`src/rtl/mhc_pkg.sv`:
```
// shared constants, types and helpers of the modem host command unit
package mhc_pkg;

   // ------------------------------------------------------------
   // characters of the text protocol
   // ------------------------------------------------------------
   localparam logic [7:0] CH_AT = 8'h40;
   localparam logic [7:0] CH_CR = 8'h0d;
   localparam logic [7:0] CH_LF = 8'h0a;
   localparam logic [7:0] CH_COLON = 8'h3a;
   localparam logic [7:0] CH_ZERO = 8'h30;
   localparam logic [7:0] CH_NINE = 8'h39;
   localparam logic [7:0] CH_ONE = 8'h31;
   localparam logic [7:0] CH_MINUS = 8'h2d;
   localparam logic [7:0] CH_P = 8'h50;
   localparam logic [7:0] CH_N = 8'h4e;
   localparam logic [7:0] CH_A = 8'h41;
   localparam logic [7:0] CH_G = 8'h47;
   localparam logic [7:0] CH_LOW_D = 8'h64;
   localparam logic [7:0] CH_B = 8'h42;
   localparam logic [7:0] CH_LOW_M = 8'h6d;

   // ------------------------------------------------------------
   // command names, three ascii characters each
   // ------------------------------------------------------------
   localparam logic [23:0] NAME_SIGNAL = 24'h44424d;
   localparam logic [23:0] NAME_DROP = 24'h44434e;
   localparam logic [23:0] NAME_GROUP = 24'h465251;
   localparam logic [23:0] NAME_RESTORE = 24'h494e49;
   localparam logic [23:0] NAME_MUTE = 24'h4f4441;
   localparam logic [23:0] NAME_UNMUTE = 24'h4f454e;

   // ------------------------------------------------------------
   // sizes, field positions and reset values
   // ------------------------------------------------------------
   localparam int LINE_DEPTH = 12;          // longest line body kept
   localparam int RESP_DEPTH = 9;           // longest answer incl. cr lf
   localparam int RESP_BODY = 7;            // longest answer body
   localparam logic [3:0] NAME_LEN = 4'h3;  // command name characters
   localparam logic [3:0] ADDR_LEN = 4'h3;  // station address characters
   localparam logic [3:0] GROUP_ARG_END = 4'h7; // name + ':' + letter + 2 digits
   localparam logic signed [7:0] RSSI_TOP_DBM = 8'sh d8;   // -40 dBm
   localparam logic signed [7:0] RSSI_FLOOR_DBM = 8'sh 9c; // -100 dBm
   localparam logic signed [7:0] RSSI_RESET = 8'sh 9c;
   localparam logic [2:0] METHOD_RESET = 3'h0;
   localparam logic [6:0] GROUP_RESET = 7'h00;
   localparam logic [2:0] METHOD_LAST = 3'h6;   // method letter g

   // ------------------------------------------------------------
   // control states, one-hot
   // ------------------------------------------------------------
   typedef enum logic [3:0] {
      ST_COLLECT = 4'b0001,
      ST_EXEC = 4'b0010,
      ST_SEND = 4'b0100,
      ST_WAIT = 4'b1000
   } mhc_state_type;

   // highest group number allowed for each grouping method a..g
   function automatic logic [6:0] mhc_group_max(input logic [2:0] method);
      case (method)
         3'h0: mhc_group_max = 7'h4b;   // 75
         3'h1: mhc_group_max = 7'h25;   // 37
         3'h2: mhc_group_max = 7'h18;   // 24
         3'h3: mhc_group_max = 7'h12;   // 18
         3'h4: mhc_group_max = 7'h0b;   // 11
         3'h5: mhc_group_max = 7'h08;   // 8
         default: mhc_group_max = 7'h05; // 5
      endcase
   endfunction : mhc_group_max

endpackage : mhc_pkg

```
`src/rtl/mhc_command_unit.sv`:
```
// text command interpreter: signal level, link drop, channel group, restore, mute
`timescale 1ns/1ns
module mhc_command_unit #(
   parameter int RX_WIDTH = 8,
   parameter int RX_DEPTH = 2
) (
   input wire logic ref_clk_i,
   input wire logic rst_n_i,
   input wire logic cmd_valid_i,
   input wire logic [7:0] cmd_data_i,
   output logic cmd_ready_o,
   output logic resp_valid_o,
   output logic [7:0] resp_data_o,
   input wire logic resp_ready_i,
   input wire logic rs485_mode_i,
   input wire logic [23:0] station_addr_i,
   input wire logic [23:0] group_addr_i,
   input wire logic transparent_mode_i,
   input wire logic link_up_i,
   output logic drop_req_o,
   input wire logic drop_done_i,
   input wire logic drop_fail_i,
   input wire logic rssi_valid_i,
   input wire logic signed [7:0] rssi_dbm_i,
   input wire logic [2:0] default_method_i,
   input wire logic [6:0] default_group_i,
   output logic [2:0] grp_method_o,
   output logic [6:0] grp_num_o,
   output logic factory_restore_o,
   output logic station_addr_reset_o,
   output logic rx_muted_o,
   input wire logic rx_valid_i,
   input wire logic [RX_WIDTH-1:0] rx_data_i,
   output logic rx_ready_o,
   output logic term_valid_o,
   output logic [RX_WIDTH-1:0] term_data_o,
   input wire logic term_ready_i
);
   import mhc_pkg::*;

   // ------------------------------------------------------------
   // declarations
   // ------------------------------------------------------------
   mhc_pkg::mhc_state_type state;
   mhc_pkg::mhc_state_type next_state;
   logic [7:0] line_buf [0:LINE_DEPTH-1];
   logic [3:0] line_len;
   logic in_line;
   logic saw_cr;
   logic too_long;
   logic take;
   logic line_done;
   logic [7:0] resp_buf [0:RESP_DEPTH-1];
   logic [3:0] resp_len;
   logic [3:0] resp_idx;
   logic slot_free;
   logic drop_pend;
   logic defaults_loaded;
   logic signed [7:0] rssi_last;
   logic buf_valid;
   logic [RX_WIDTH-1:0] buf_data;
   logic buf_ready;
   // decode results
   logic [23:0] name;
   logic grp_set;
   logic [3:0] base;
   logic [3:0] rest;
   logic has_addr;
   logic [23:0] addr;
   logic bad;
   logic skip;
   logic [2:0] set_method;
   logic [7:0] set_num;
   logic set_ok;
   logic load_resp;
   logic [7:0] next_resp [0:RESP_BODY-1];
   logic [3:0] next_resp_n;
   logic signed [7:0] rssi_clamp;
   logic [6:0] mag;
   logic [6:0] mag_rem;

   // ------------------------------------------------------------
   // line collection
   // ------------------------------------------------------------
   assign take = cmd_valid_i & cmd_ready_o;
   assign line_done = take & in_line & saw_cr & (cmd_data_i == CH_LF);

   // '@' opens a line, cr lf closes it; bytes outside a line are dropped
   always_ff @(posedge ref_clk_i or negedge rst_n_i) begin
      if (!rst_n_i) begin
         line_len <= '0;
         in_line <= 1'b0;
         saw_cr <= 1'b0;
         too_long <= 1'b0;
      end else if (state == ST_EXEC) begin
         in_line <= 1'b0;
         saw_cr <= 1'b0;
      end else if (take) begin
         if (cmd_data_i == CH_AT) begin
            in_line <= 1'b1;
            line_len <= '0;
            saw_cr <= 1'b0;
            too_long <= 1'b0;
         end else if (cmd_data_i == CH_CR) begin
            saw_cr <= in_line;
         end else if (!line_done) begin
            saw_cr <= 1'b0;
            if (in_line && line_len == 4'(LINE_DEPTH)) begin
               too_long <= 1'b1;
            end else if (in_line) begin
               line_len <= line_len + 4'h1;
            end
         end
      end
   end

   // line storage; a stray cr inside a line is never stored and does not advance the length
   always_ff @(posedge ref_clk_i) begin
      if (take && in_line && line_len < 4'(LINE_DEPTH) && cmd_data_i != CH_CR) begin
         line_buf[line_len] <= cmd_data_i;
      end
   end

   // ------------------------------------------------------------
   // command decode, evaluated in the execute state
   // ------------------------------------------------------------
   always_comb begin
      name = {line_buf[0], line_buf[1], line_buf[2]};
      grp_set = (name == NAME_GROUP) && (line_len > NAME_LEN) && (line_buf[3] == CH_COLON);
      base = grp_set ? GROUP_ARG_END : NAME_LEN;
      rest = (line_len >= base) ? line_len - base : 4'hf;
      has_addr = (rest == ADDR_LEN);
      addr = grp_set ? {line_buf[7], line_buf[8], line_buf[9]}
                     : {line_buf[3], line_buf[4], line_buf[5]};
      // method letter and number of a setting
      set_method = 3'(line_buf[4] - CH_A);
      set_num = 8'((line_buf[5] - CH_ZERO) * 8'd10) + 8'(line_buf[6] - CH_ZERO);
      set_ok = (line_buf[4] >= CH_A) && (line_buf[4] <= CH_G)
         && (line_buf[5] >= CH_ZERO) && (line_buf[5] <= CH_NINE)
         && (line_buf[6] >= CH_ZERO) && (line_buf[6] <= CH_NINE)
         && (set_num <= {1'b0, mhc_group_max(set_method)});
      bad = too_long || (rest != 4'h0 && !has_addr)
         || (has_addr && !rs485_mode_i)
         || (has_addr && name == NAME_DROP)
         || (grp_set && !set_ok)
         || !(name == NAME_SIGNAL || name == NAME_DROP || name == NAME_GROUP
              || name == NAME_RESTORE || name == NAME_MUTE || name == NAME_UNMUTE);
      // another station's command passes silently unless it is bad
      skip = !bad && has_addr && addr != station_addr_i && addr != group_addr_i;
   end

   // clamp and split the signal level into three decimal digits
   always_comb begin
      if (rssi_last > RSSI_TOP_DBM) begin
         rssi_clamp = RSSI_TOP_DBM;
      end else if (rssi_last < RSSI_FLOOR_DBM) begin
         rssi_clamp = RSSI_FLOOR_DBM;
      end else begin
         rssi_clamp = rssi_last;
      end
      mag = 7'(-rssi_clamp);
      mag_rem = (mag >= 7'd100) ? mag - 7'd100 : mag;
   end

   // answer body for the current command or for the end of a link drop
   always_comb begin
      for (int i = 0; i < RESP_BODY; i++) begin
         next_resp[i] = CH_ZERO;
      end
      next_resp[0] = CH_N;
      next_resp_n = 4'h2;
      load_resp = 1'b0;
      if (state == ST_WAIT) begin
         load_resp = drop_done_i | drop_fail_i;
         next_resp[0] = drop_done_i ? CH_P : CH_N;
         next_resp[1] = drop_done_i ? CH_ZERO : CH_ONE;
      end else if (state == ST_EXEC && !skip) begin
         load_resp = 1'b1;
         if (bad) begin
            next_resp[1] = CH_ZERO;
         end else if (name == NAME_SIGNAL) begin
            next_resp[0] = CH_MINUS;
            next_resp[1] = (mag >= 7'd100) ? CH_ONE : CH_ZERO;
            next_resp[2] = CH_ZERO + 8'(mag_rem / 7'd10);
            next_resp[3] = CH_ZERO + 8'(mag_rem % 7'd10);
            next_resp[4] = CH_LOW_D;
            next_resp[5] = CH_B;
            next_resp[6] = CH_LOW_M;
            next_resp_n = 4'h7;
         end else if (name == NAME_DROP) begin
            if (!transparent_mode_i) begin
               next_resp[1] = CH_ZERO;
            end else if (!link_up_i) begin
               next_resp[1] = 8'h34;
            end else begin
               next_resp[0] = CH_P;
               next_resp[1] = CH_ONE;
            end
         end else if (name == NAME_GROUP && !grp_set) begin
            next_resp[0] = CH_A + 8'(grp_method_o);
            next_resp[1] = CH_ZERO + 8'(grp_num_o / 7'd10);
            next_resp[2] = CH_ZERO + 8'(grp_num_o % 7'd10);
            next_resp_n = 4'h3;
         end else begin
            next_resp[0] = CH_P;
         end
      end
   end

   // ------------------------------------------------------------
   // control state
   // ------------------------------------------------------------
   assign slot_free = !resp_valid_o | resp_ready_i;

   always_comb begin
      next_state = state;
      unique case (state)
         ST_COLLECT: if (line_done) next_state = ST_EXEC;
         ST_EXEC: next_state = skip ? ST_COLLECT : ST_SEND;
         ST_SEND: begin
            if (slot_free && resp_idx == resp_len) begin
               next_state = drop_pend ? ST_WAIT : ST_COLLECT;
            end
         end
         ST_WAIT: if (load_resp) next_state = ST_SEND;
      endcase
   end

   // commands are refused while one is still being answered
   always_ff @(posedge ref_clk_i or negedge rst_n_i) begin
      if (!rst_n_i) begin
         state <= ST_COLLECT;
         cmd_ready_o <= 1'b0;
      end else begin
         state <= next_state;
         cmd_ready_o <= (next_state == ST_COLLECT) && !line_done;
      end
   end

   // ------------------------------------------------------------
   // answer buffer and byte output
   // ------------------------------------------------------------
   always_ff @(posedge ref_clk_i) begin
      if (load_resp) begin
         for (int i = 0; i < RESP_DEPTH; i++) begin
            if (4'(i) < next_resp_n) begin
               resp_buf[i] <= next_resp[(i < RESP_BODY) ? i : 0];
            end else if (4'(i) == next_resp_n) begin
               resp_buf[i] <= CH_CR;
            end else begin
               resp_buf[i] <= CH_LF;
            end
         end
      end
   end

   // one byte at a time, held until the terminal side takes it
   always_ff @(posedge ref_clk_i or negedge rst_n_i) begin
      if (!rst_n_i) begin
         resp_len <= '0;
         resp_idx <= '0;
         resp_valid_o <= 1'b0;
         resp_data_o <= '0;
      end else if (load_resp) begin
         resp_len <= next_resp_n + 4'h2;
         resp_idx <= '0;
      end else if (state == ST_SEND && slot_free) begin
         if (resp_idx != resp_len) begin
            resp_valid_o <= 1'b1;
            resp_data_o <= resp_buf[resp_idx];
            resp_idx <= resp_idx + 4'h1;
         end else begin
            resp_valid_o <= 1'b0;
         end
      end else if (resp_ready_i) begin
         resp_valid_o <= 1'b0;
      end
   end

   // ------------------------------------------------------------
   // side effects of accepted commands
   // ------------------------------------------------------------
   // link drop request and the pending final answer
   always_ff @(posedge ref_clk_i or negedge rst_n_i) begin
      if (!rst_n_i) begin
         drop_req_o <= 1'b0;
         drop_pend <= 1'b0;
      end else begin
         drop_req_o <= 1'b0;
         if (state == ST_EXEC && !bad && !skip && name == NAME_DROP
             && transparent_mode_i && link_up_i) begin
            drop_req_o <= 1'b1;
            drop_pend <= 1'b1;
         end else if (state == ST_WAIT && load_resp) begin
            drop_pend <= 1'b0;
         end
      end
   end

   // restore pulses; group-addressed restore also clears the station address
   always_ff @(posedge ref_clk_i or negedge rst_n_i) begin
      if (!rst_n_i) begin
         factory_restore_o <= 1'b0;
         station_addr_reset_o <= 1'b0;
      end else begin
         factory_restore_o <= state == ST_EXEC && !bad && !skip && name == NAME_RESTORE;
         station_addr_reset_o <= state == ST_EXEC && !bad && !skip && name == NAME_RESTORE
            && has_addr && addr == group_addr_i;
      end
   end

   // working channel group; the stored default is caught after reset
   // release, never under the reset itself
   always_ff @(posedge ref_clk_i or negedge rst_n_i) begin
      if (!rst_n_i) begin
         defaults_loaded <= 1'b0;
         grp_method_o <= METHOD_RESET;
         grp_num_o <= GROUP_RESET;
      end else if (!defaults_loaded) begin
         defaults_loaded <= 1'b1;
         grp_method_o <= default_method_i;
         grp_num_o <= default_group_i;
      end else if (state == ST_EXEC && !bad && !skip && grp_set) begin
         grp_method_o <= set_method;
         grp_num_o <= set_num[6:0];
      end
   end

   // level of the last received packet, kept until the next one
   always_ff @(posedge ref_clk_i or negedge rst_n_i) begin
      if (!rst_n_i) begin
         rssi_last <= RSSI_RESET;
      end else if (rssi_valid_i) begin
         rssi_last <= rssi_dbm_i;
      end
   end

   // mute flag starts cleared so received data flows after reset
   always_ff @(posedge ref_clk_i or negedge rst_n_i) begin
      if (!rst_n_i) begin
         rx_muted_o <= 1'b0;
      end else if (state == ST_EXEC && !bad && !skip && name == NAME_MUTE) begin
         rx_muted_o <= 1'b1;
      end else if (state == ST_EXEC && !bad && !skip && name == NAME_UNMUTE) begin
         rx_muted_o <= 1'b0;
      end
   end

   // ------------------------------------------------------------
   // received radio data path
   // ------------------------------------------------------------
   // while muted the buffer fills and its ready stalls the radio side
   mhc_rx_buffer #(
      .WIDTH(RX_WIDTH),
      .DEPTH(RX_DEPTH)
   ) u_rx_buffer (
      .ref_clk_i(ref_clk_i),
      .rst_n_i(rst_n_i),
      .in_valid_i(rx_valid_i),
      .in_data_i(rx_data_i),
      .in_ready_o(rx_ready_o),
      .out_valid_o(buf_valid),
      .out_data_o(buf_data),
      .out_ready_i(buf_ready)
   );

   assign buf_ready = !rx_muted_o && (!term_valid_o || term_ready_i);

   // output stage; a word already staged before mute still leaves
   always_ff @(posedge ref_clk_i or negedge rst_n_i) begin
      if (!rst_n_i) begin
         term_valid_o <= 1'b0;
         term_data_o <= '0;
      end else if (buf_ready) begin
         term_valid_o <= buf_valid;
         term_data_o <= buf_data;
      end else if (term_ready_i) begin
         term_valid_o <= 1'b0;
      end
   end

endmodule : mhc_command_unit

```
`src/rtl/mhc_rx_buffer.sv`:
```
// small valid/ready fifo holding received radio data on its way out
`timescale 1ns/1ns
module mhc_rx_buffer #(
   parameter int WIDTH = 8,
   parameter int DEPTH = 2
) (
   input wire logic ref_clk_i,
   input wire logic rst_n_i,
   input wire logic in_valid_i,
   input wire logic [WIDTH-1:0] in_data_i,
   output logic in_ready_o,
   output logic out_valid_o,
   output logic [WIDTH-1:0] out_data_o,
   input wire logic out_ready_i
);

   localparam int PW = (DEPTH > 1) ? $clog2(DEPTH) : 1;

   logic [WIDTH-1:0] mem [0:DEPTH-1];
   logic [PW-1:0] wr_ptr;
   logic [PW-1:0] rd_ptr;
   logic [PW:0] count;
   logic [PW:0] next_count;
   logic push;
   logic pop;

   // empty straight from the fill count; ready is a flop, set from the next count
   assign out_valid_o = (count != '0);
   assign out_data_o = mem[rd_ptr];
   assign push = in_valid_i & in_ready_o;
   assign pop = out_valid_o & out_ready_i;
   assign next_count = count + (PW+1)'(push) - (PW+1)'(pop);

   // storage, written only on an accepted word
   always_ff @(posedge ref_clk_i) begin
      if (push) begin
         mem[wr_ptr] <= in_data_i;
      end
   end

   // pointers wrap at depth, which need not be a power of two
   always_ff @(posedge ref_clk_i or negedge rst_n_i) begin
      if (!rst_n_i) begin
         wr_ptr <= '0;
         rd_ptr <= '0;
         count <= '0;
         in_ready_o <= 1'b1;
      end else begin
         if (push) begin
            wr_ptr <= (wr_ptr == PW'(DEPTH - 1)) ? '0 : wr_ptr + 1'b1;
         end
         if (pop) begin
            rd_ptr <= (rd_ptr == PW'(DEPTH - 1)) ? '0 : rd_ptr + 1'b1;
         end
         count <= next_count;
         // registered so the radio side sees ready from a flop, no extra delay
         in_ready_o <= (next_count != (PW+1)'(DEPTH));
      end
   end

endmodule : mhc_rx_buffer

```
`config.mk`:
```
export PLATFORM = sky130hd
export DESIGN_NAME = mhc_command_unit
export DESIGN_NICKNAME = d
export VERILOG_FILES = /design/src/rtl/mhc_pkg.sv /design/src/rtl/mhc_command_unit.sv /design/src/rtl/mhc_rx_buffer.sv
export SDC_FILE = /design/constraint.sdc
export NUM_CORES = 1
export LEC_CHECK = 0
export ABC_AREA = 1
export BUFFER_PORTS_ARGS = -buffer_cell sky130_fd_sc_hd__buf_2
export CAP_MARGIN = 20
export CORE_AREA = 4 4 191 230
export CTS_BUF_LIST = sky130_fd_sc_hd__clkbuf_4 sky130_fd_sc_hd__clkbuf_8
export DETAILED_ROUTE_END_ITERATION = 8
export DIE_AREA = 0 0 195 234
export HOLD_SLACK_MARGIN = 0.08
export SYNTH_ARGS = -nofsm -noshare
export SYNTH_HDL_FRONTEND = slang
export SYNTH_SLANG_ARGS = --single-unit
```
`constraint.sdc`:
```
create_clock -name ref_clk_i -period 5.77 [get_ports ref_clk_i]
set_input_delay 0 -clock ref_clk_i [delete_from_list [all_inputs] [get_ports ref_clk_i]]
set_output_delay 0 -clock ref_clk_i [all_outputs]
set_load 0.01 [all_outputs]
```
## Yosys cells after proc, flatten, opt, wreduce, memory -nomap -nowiden

Memory sizes are Yosys's and may differ from the RTL's. A register that Yosys moved wholly into a read port is not among the register bits.
Index checks and enable logic that the tools add are counted.

| word-level totals | value |
|---|---|
| word-level logic and storage cells | 421 |
| memories kept | 3 |
| output and inout port bits | 34 |
| bits in read-only memories | 0 |
| bits in writable memories | 184 |
| bits in latches | 0 |
| bits in registers | 51 |

| operators by class | value |
|---|---|
| equality and inequality tests | 42 |
| div/mod/pow operators | 4 |
| muxes and demuxes | 197 |
| bitwise logic cells | 28 |
| multipliers | 1 |
| magnitude comparators | 22 |
| add/subtract/negate cells | 19 |
| reduce and logical (&&, ||, !) cells | 82 |
| shifts and indexed selects | 0 |

Memories:

| name | depth | width | read ports | clocked after Yosys merged registers in | write ports | line | RTL |
|---|---|---|---|---|---|---|---|
| line_buf | 12 | 8 | 10 | 0 | 1 | mhc_command_unit.sv:46 | `logic [7:0] line_buf [0:LINE_DEPTH-1];` |
| resp_buf | 9 | 8 | 1 | 1 | 9 | mhc_command_unit.sv:53 | `logic [7:0] resp_buf [0:RESP_DEPTH-1];` |
| u_rx_buffer.mem | 2 | 8 | 1 | 1 | 1 | mhc_rx_buffer.sv:19 | `logic [WIDTH-1:0] mem [0:DEPTH-1];` |

Operator list:

| cell | number |
|---|---|
| $mux W8 | 23 |
| $eq A24 B23 Y1 const B | 6 |
| $mux W1 | 133 |
| $mux W40 | 2 |
| $mux W56 | 1 |
| $mux W4 | 13 |
| $mux W16 | 3 |
| $mux W24 | 2 |
| $ne A24 B24 Y1 | 2 |
| $pmux W7 S6 | 1 |
| $logic_and A1 B1 Y1 | 37 |
| $mux W7 | 5 |
| $add A6 B8 Y8 const A | 4 |
| $mux W32 | 1 |
| $mux W3 | 10 |
| $eq A24 B24 Y1 | 1 |
| $reduce_bool A2 Y1 | 11 |
| $or A1 B1 Y1 | 20 |
| $div A7 B4 Y8 const B | 2 |
| $eq A3 B4 Y1 const A | 4 |
| $eq A8 B4 Y1 const B | 2 |
| $ge A8 B6 Y1 const B | 2 |
| $le A8 B6 Y1 const B | 2 |
| $lt A3 B4 Y1 const A | 4 |
| 57 further kinds | 104 |

## Depth between registers and ports, before layout

Gate-level depths: netlist of the first run.
An unclocked memory read counts as a cell.

| depth | value |
|---|---|
| depth in word-level cells | 30 |
| depth in mapped cells | 35 |
| gate-level depth less buffers | 35 |

## Cells and area by module

Synthesis of the first run repeated with hierarchy kept, for this count alone.

| unflattened totals | value |
|---|---|
| cell total of the unflattened synthesis | 1258 |
| area, all modules | 11577.4 sq um |

By module, submodules not included:

| module | area each (sq um) | cells each | times used |
|---|---|---|---|
| mhc_command_unit | 10712.8 | 1181 | 1 |
| mhc_rx_buffer | 864.6 | 77 | 1 |

## Worst setup path before layout of the first run

No wires, ideal clock.

| timing | value |
|---|---|
| kind | reg2reg |
| from | mem line_buf[5][1] |
| to | mem resp_buf[2][0], enable pin |
| path slack | 980 ps |
| required time | 5381 ps |
| arrival time | 4401 ps |
| library setup time | 389 ps |
| stages on the path, launching flop included | 24 |
| path through | edfxtp_1 ha_1 ha_1 inv_1 fa_1 inv_1 ha_1 ha_1 xor2_1 inv_1 ha_1 nand2_1 o21ai_0 and2_1 o32ai_1 nand3b_1 o21ai_0 and3_1 nand4_1 nand2_1 inv_2 nor2_1 buf_2 inv_1 |

RTL lines:

| item | line |
|---|---|
| from (decl) | mhc_command_unit.sv:46 |
| to (decl) | mhc_command_unit.sv:53 |

==> results of run 1 <==
[cells by family after synthesis]
family                     share of synthesized area (%)
DFF                                                 51.4
adders and majority gates                           5.63
AOI/OAI and AO/OA                                   9.25
and+or+nand+nor                                     21.5
xor gates and xnor gates                            4.76
muxes                                              0.637
buffers and inverters                               6.75
other                                             0.0648
[what timing repair did]
| action | 4_1_cts | 5_1_grt |
|---|---|---|
| resized for setup | 0 | 0 |
| hold buffers | 61 | 0 |
| endpoints found under the hold margin | 219 | 0 |
[how the worst max path moves through the flow]
stage	from	end	slack, ns	depth (start not counted)
final	line_buf[5][3]$_DFFE_PP_	resp_buf[2][4]$_SDFFCE_PP0P_	0.59	25
after global routing	line_buf[5][1]$_DFFE_PP_	resp_buf[2][4]$_SDFFCE_PP0P_	0.15	25
after CTS	line_buf[5][3]$_DFFE_PP_	resp_buf[2][4]$_SDFFCE_PP0P_	0.61	25
after detailed placement	line_buf[5][3]$_DFFE_PP_	resp_buf[2][4]$_SDFFCE_PP0P_	0.61	25
after global placement	line_buf[5][1]$_DFFE_PP_	resp_buf[2][4]$_SDFFCE_PP0P_	0.76	25
after floorplan	line_buf[5][1]$_DFFE_PP_	resp_buf[2][0]$_SDFFCE_PP1P_	0.98	23
[layout make-up]
class | count | area share (%)
sequential | 209 | 41.6
multi-input combinational | 836 | 34.0
timing repair buffer | 203 | 9.48
tap | 546 | 4.77
inverter | 177 | 4.69
clock buffer | 53 | 4.53
clock inverter | 14 | 0.848
antenna | 3 | 0.0525
[stage by stage]
| step | power, W | cell area, µm² | utilization [%] |
|---|---|---|---|
| global route | 0.00423 | 14300 | 34.4 |
| global placement | 0.00252 | 12900 | 31.0 |
| finish | 0.00399 | 14300 | 34.4 |
| floorplan | 0.00230 | 11600 | - |
| detailed placement | 0.00255 | 12900 | 31.0 |
| CTS | 0.00404 | 14300 | 34.3 |
[cell usage in the layout (no fill, tap or decap), types with 36 or more instances in the layout]
cell           netlist  final
xor2_1              36     36
edfxtp_1           143    143
a21oi_1             41     41
nand2_1            205    205
dfrtp_1             60     60
nor2_1             115    115
buf_2                4    127
clkbuf_8             0     40
o21ai_0             61     61
nand3_1             64     64
inv_1              160    160
ha_1                49     49
dlygate4sd3_1        0     61
[power by group]
| part | switching [W] | total (W) | internal [W] | leakage [nW] |
|---|---|---|---|---|
| clock | 0.000625 | 0.00144 | 0.000818 | 0.402 |
| combinational | 0.000494 | 0.000787 | 0.000293 | 3.67 |
| sequential | 0.0000636 | 0.00176 | 0.00170 | 2.08 |
[state kept, by name, summed over array words and instances (netlist names), 2 cells and up]
signal	flops
grp_method_o	3
grp_num_o	7
line_buf	80
line_len	4
resp_buf	47
resp_data_o	8
resp_idx	4
resp_len	3
rssi_last	8
state	4
term_data_o	8
u_rx_buffer.count	2
u_rx_buffer.mem	16
[metal layers]
metal  part of all wire [%]  vias to the layer above  global-route usage (%)
met4                    4.0                        0                    6.05
li1                       -                     4701                       -
met5                      0                        -                       0
met2                     49                      296                    23.8
met1                     41                     4458                    16.1
met3                    5.9                       88                    2.53
==> summary.md, run 1 <==
| Metric | Value |
|---|---|
| Setup Buffers After CTS | 0 |
| CTS tree | yes |
| Largest net degree at the start of global routing | 67 |
| Die area | around 46000 µm² |
| DRT Pass-1 Iters | 5 |
| Crit path time final | 5.18 ns |
| Remaining global-route overflow | 0 |
| RSZ-0062 raised after global routing | no |
| Area Overhead vs Synth | 23.5% |
| CP Launch Type | flip-flop |
| Initial core utilization | 27.8% |
| Outcome | finished clean |
| Post-Synthesis Cells | 1240 |
| Number of distinct library cells after synthesis | 66 |
| Worst path slowest cell | fa_1 |
| Initial antenna violation count | 2 |
| Gr usage total | between 10% and 20% |
| Vias after detailed routing | approximately 9500 |
| Max_slew headroom | 29.8% |
| Reg2reg end | resp_buf[2][4]$_SDFFCE_PP0P_ |
| Final std cells w/o fill | roughly 2000 |
| HP Class | in2async |
| Worst reg2reg path startpoint | line_buf[5][3]$_DFFE_PP_ |
| Fillers | 4318 |
| Final Skew | 0.0254 ns |
| WS Path Type | reg2reg |
| Peak Freq | between 150 and 200 MHz |
| GPL Wtd Cong | roughly 0.9 |
| Vias per std cell | roughly 4.7 |
| Synth area leaders | edfxtp_1 37%, dfrtp_1 13%, nand2_1 6.6%, ha_1 5.3%, inv_1 5.2% |
| Post-synthesis sequential area ratio | 51.4% |
| Reg2Reg Setup Slack | 0.59 ns |
| Final WL | 31200 µm |
| Synth Register Bits | 209 |
| Std cell rows | 82 |
| Worst path most repeated cell | ha_1 |
| Critical path endpoint category | flip-flop |
| CTS max path bufs | 3 |
| Hold_ws | 0.122 ns |
| Ys async rst share | 31.6% |
| Post-Place Cells | ~1900 |
| CTS Buf Count | 38 |
| Clock transition at path regs | approximately 0.060 ns |
| Cell with the most instances after synthesis | nand2_1 |
| Worst-Skew Late Latency | between 0.5 and 0.6 ns |
| Area used by multi-input combinational logic | 4870 µm² |
| Drt wl/cell | 15.3 µm |
| Least-Margin Pin Slew | 1.05 ns |
| Ys flop type | edfxtp_1 |
| Crit path buf inv count | 6 |
| Mean Syn Cell Area | 9.35 µm² |
| Fin crit share | approximately 90% |
| Data required, critical path | 6.06 ns |
| Max-cap viol count | 0 |
| IO Count | 128 |
| CTS sink cnt | 209 |
| Die Height | 234 µm |
| Max incr delay on CP | 0.47 ns |
| Cell Area, Synth | approximately 12000 µm² |
| Die width | 195 µm |
| R2R cell count | 25 |
| Layout cell share with drive strength beyond 1 | a little under a fifth |
| Ys Warns | 0 |
| PD cells | roughly 280 nW/µm² |
| Final Hold Viols | 0 |
| Largest delay contributor family on the critical path | adder cells |
| I/O Buffers | between 100 and 150 |
| CTS H-tree depth | 2 |
| 1st-iter DRT viols | 610 |
| Sequential cell area | 5950 µm² |
| Dominant cell type by area after synthesis | edfxtp_1 |
| Final setup TNS | 0 ns |
| Worst Slack Setup Final | 0.592 ns |
| Hpwl dp | 22800 µm |
| Peak supply drop | 0.123 mV |
| EDFF count, synth | 143 |
| Synth cell count leaders | 205 x nand2_1, 160 x inv_1, 143 x edfxtp_1, 115 x nor2_1, 64 x nand3_1 |
| Pre-CTS setup slack | a little over 0.6 ns |
| Final Max Slew Viols | 0 |
| CP Data Arrival Time | between 5 and 6 ns |
| Yosys top cell area share | 37.0% |
| First-pass GRT wire length | 50000 µm |
| Final Setup Violations | 0 |
| Remaining antenna violation count after routing | 0 |
| Vias in the first global route | 9701 |
| Worst-path fanout max | 13 |
| Nets | 1610 |
| Drt drc | 0 |
| Root Driver | clkbuf_8 |
| Static Leak | ~6.2 nW |
| Core Region | between 40000 and 50000 µm² |
(Power assumes the default switching activity.)
==> inputs of run 2 (changes only) <==
- clock period: 5.77 -> 5.4 ns (I/O delays scaled with it)
==> run 2 against run 1 <==
  * Via count increased by 0.16%
  * Clock power rose by 5%
  * Hold slack worse by 0.014 ns
  * Cell area rose by 1.0%
  * Sequential power rose by 7%
  * Sequential cell count stayed put
  * Utilization is 0.34 points higher
  * Global-route usage decreased by 0.19 points
  * Critical path type unchanged
  * Critical endpoint is now resp_buf[0][4]$_DFFE_PN_
==> summary.md, run 2 (same netlist as run 1, synthesis figures left out) <==
| Metric | Value |
|---|---|
| CTS H-tree depth | 2 (unchanged) |
| Fin crit share | 92.8% (+3.0 points) |
| Data required, critical path | 5.68 ns (-0.38 ns) |
| Remaining antenna violation count after routing | 0 (unchanged) |
| I/O Buffers | 127 (unchanged) |
| Gr usage total | 13.3% (-0.19 points) |
| Critical path endpoint category | flip-flop |
| Initial core utilization | 27.8% (unchanged) |
| Largest regs | line_buf: 80 flops, resp_buf: 47 flops, u_rx_buffer.mem: 16 flops |
| Pre-CTS setup slack | 0.137 ns (-0.475 ns) |
| Busiest grt layer | met2 |
| Max-cap viol count | 0 (unchanged) |
| Die Height | 234 µm (unchanged) |
| Nets | 1620 (+0.62%) |
| RSZ-0062 raised after global routing | no |
| GPL Wtd Cong | 0.905 (-0.11%) |
| Max reg flops | 80 (unchanged) |
| Area used by multi-input combinational logic | 4920 µm² (+1.0%) |
| Final Skew | 0.0207 ns (-0.00473 ns) |
| Layout cell share with drive strength beyond 1 | 20.0% (+1.3 points) |
| Least-Margin Pin Slew | 1.03 ns (-0.0185 ns) |
| Worst-Skew Late Latency | 0.54 ns (about the same) |
| Crit path time final | 5.01 ns (-0.168 ns) |
| Final setup TNS | 0 ns (unchanged) |
| Design Power | 0.00423 W (+6.0%) |
| Vias per std cell | 4.66 (-0.33%) |
| Met2 global-route usage | 23.8% (+0.076 points) |
| Peak supply drop | 0.128 mV (+4.0%) |
| Worst-path fanout max | 13 (unchanged) |
| Worst Slack Setup Final | 0.390 ns (-0.202 ns) |
| Initial antenna violation count | 2 (unchanged) |
| PD cells | 293 nW/µm² (+5.0%) |
| Die width | 195 µm (unchanged) |
| Vias in the first global route | 9610 (-0.94%) |
| Drt drc | 0 (unchanged) |
| WS Path Type | reg2reg |
| Largest net degree at the start of global routing | 67 (unchanged) |
| CTS Buf Count | 36 (-5.3%) |
| Commonest non-fill, non-tap cell in the layout | nand2_1 |
| Fillers | 4276 (-0.97%) |
| Drt wl/cell | 15.0 µm (-1.7%) |
| First-pass GRT wire length | 49200 µm (-1.6%) |
| Outcome | finished clean |
| M1 GR Usage | 16.0% (-0.070 points) |
| Routing usage on met3 | 2.40% (-0.13 points) |
| 1st-iter DRT viols | 634 (+3.9%) |
| CP Launch Type | flip-flop |
| Clock transition at path regs | 0.06 ns (about the same) |
| Static Leak | 6.20 nW (+0.76%) |
| HP Class | in2async |
| Die area | 45600 µm² (unchanged) |
| Final Max Slew Viols | 0 (unchanged) |
| Root Driver | clkbuf_8 |
| Hold_ws | 0.108 ns (-0.0138 ns) |
| Largest Register | line_buf |
| Hpwl dp | 22700 µm (-0.43%) |
| CP Data Arrival Time | 5.29 ns (-0.17 ns) |
| CTS max path bufs | 3 (unchanged) |
| DRT Pass-1 Iters | 5 (unchanged) |
| Post-route design area | 14500 µm² (+1.0%) |
| Vias after detailed routing | 9558 (+0.16%) |
| Sequential cell area | 5950 µm² (unchanged) |
| CTS sink cnt | 209 (unchanged) |
| Std cell rows | 82 (unchanged) |
| Final WL | 30800 µm (-1.2%) |
| CTS tree | yes |
| Peak Freq | 200 MHz (+3.4%) |
| Area Overhead vs Synth | 24.7% |
| IO Count | 128 (unchanged) |
| Core Region | 41700 µm² (unchanged) |
| Placed Area | 12900 µm² (+0.27%) |
| Most frequent cells in the layout | 205 x nand2_1, 158 x inv_1, 143 x edfxtp_1, 126 x buf_2, 114 x nor2_1 |
| Max_slew headroom | 31.0% (+1.2 points) |
| Final Hold Viols | 0 (unchanged) |
| Remaining global-route overflow | 0 (unchanged) |
| Final Setup Violations | 0 (unchanged) |
run 2: cell types whose count changed in the layout (fill, tap and decap cells not counted), sizes merged:
cell | before | now
buf | 139 | 153
bufinv | 2 | 1
clkbuf | 56 | 58
clkinvlp | 2 | 1
diode | 3 | 2
dlygate4sd3 | 61 | 59
inv | 175 | 174
run 2: path summary, 6_finish.rpt:
kind	startpoint	endpoint	slack, ns	depth (start not counted)
max in group asynchronous	rst_n_i	rssi_last[0]$_DFFE_PN0P_	4.65	2
min in group ref_clk_i	group_addr_i[17]	station_addr_reset_o$_DFF_PN0_	0.15	6
setup reg to reg	line_buf[5][3]$_DFFE_PP_	resp_buf[0][4]$_DFFE_PN_	0.39	22
setup / recovery	line_buf[5][3]$_DFFE_PP_	resp_buf[0][4]$_DFFE_PN_	0.39	22
hold / removal	rst_n_i	term_data_o[4]$_DFFE_PN0P_	0.11	2
hold reg to reg	resp_data_o[6]$_DFFE_PN0P_	resp_data_o[6]$_DFFE_PN0P_	0.47	2
run 2: repair_timing:
item / 4_1_cts / 5_1_grt
hold buffers: 59 / 0
hold endpoints to repair: 212 / 0
gates resized for setup: 0 / 13
setup buffers: 0 / 12
endpoints found under the setup margin: 0 / 97
run 2: area by class of cell:
cell class / instances / area share (%)
Sequential cell: 209 / 41.2
Clock buffer: 55 / 4.72
Tap cell: 546 / 4.73
Clock inverter: 11 / 0.554
Multi-Input combinational cell: 836 / 34.0
Inverter: 177 / 4.67
Timing Repair Buffer: 215 / 10.1
Antenna cell: 2 / 0.0346
run 2: power by group:
part | internal (W) | switching, W
Sequential | 0.00182 | 0.0000685
Clock | 0.000857 | 0.000651
Combinational | 0.000313 | 0.000529
run 2: routing by layer:
layer	wire length (µm)	up-vias
met2	15400	268
met5	0	-
met3	1580	73
li1	-	4727
met4	1010	0
met1	12800	4490
run 2: stage by stage:
stage	util (%)	instances
final	34.7	2051
after CTS	34.3	2033
after floorplan	-	1244
after global placement	31.0	1908
after detailed placement	31.0	1908
after global routing	34.7	2051
run 2: critical path: stages (launching register included):
cell and delay [ns]:
edfxtp_1 0.43, ha_1 0.31, ha_1 0.16, inv_1 0.05
fa_1 0.48, inv_1 0.04, ha_1 0.28, ha_2 0.38
nand2_1 0.07, o21ai_1 0.14, xor2_1 0.23, ha_1 0.28
and2_1 0.18, o32ai_2 0.14, nand3b_1 0.14, o21ai_2 0.19
and3_1 0.16, nand4_1 0.12, nand2_1 0.10, inv_2 0.08
nand2_8 0.13, o31ai_1 0.08, dlygate4sd3_1 0.59
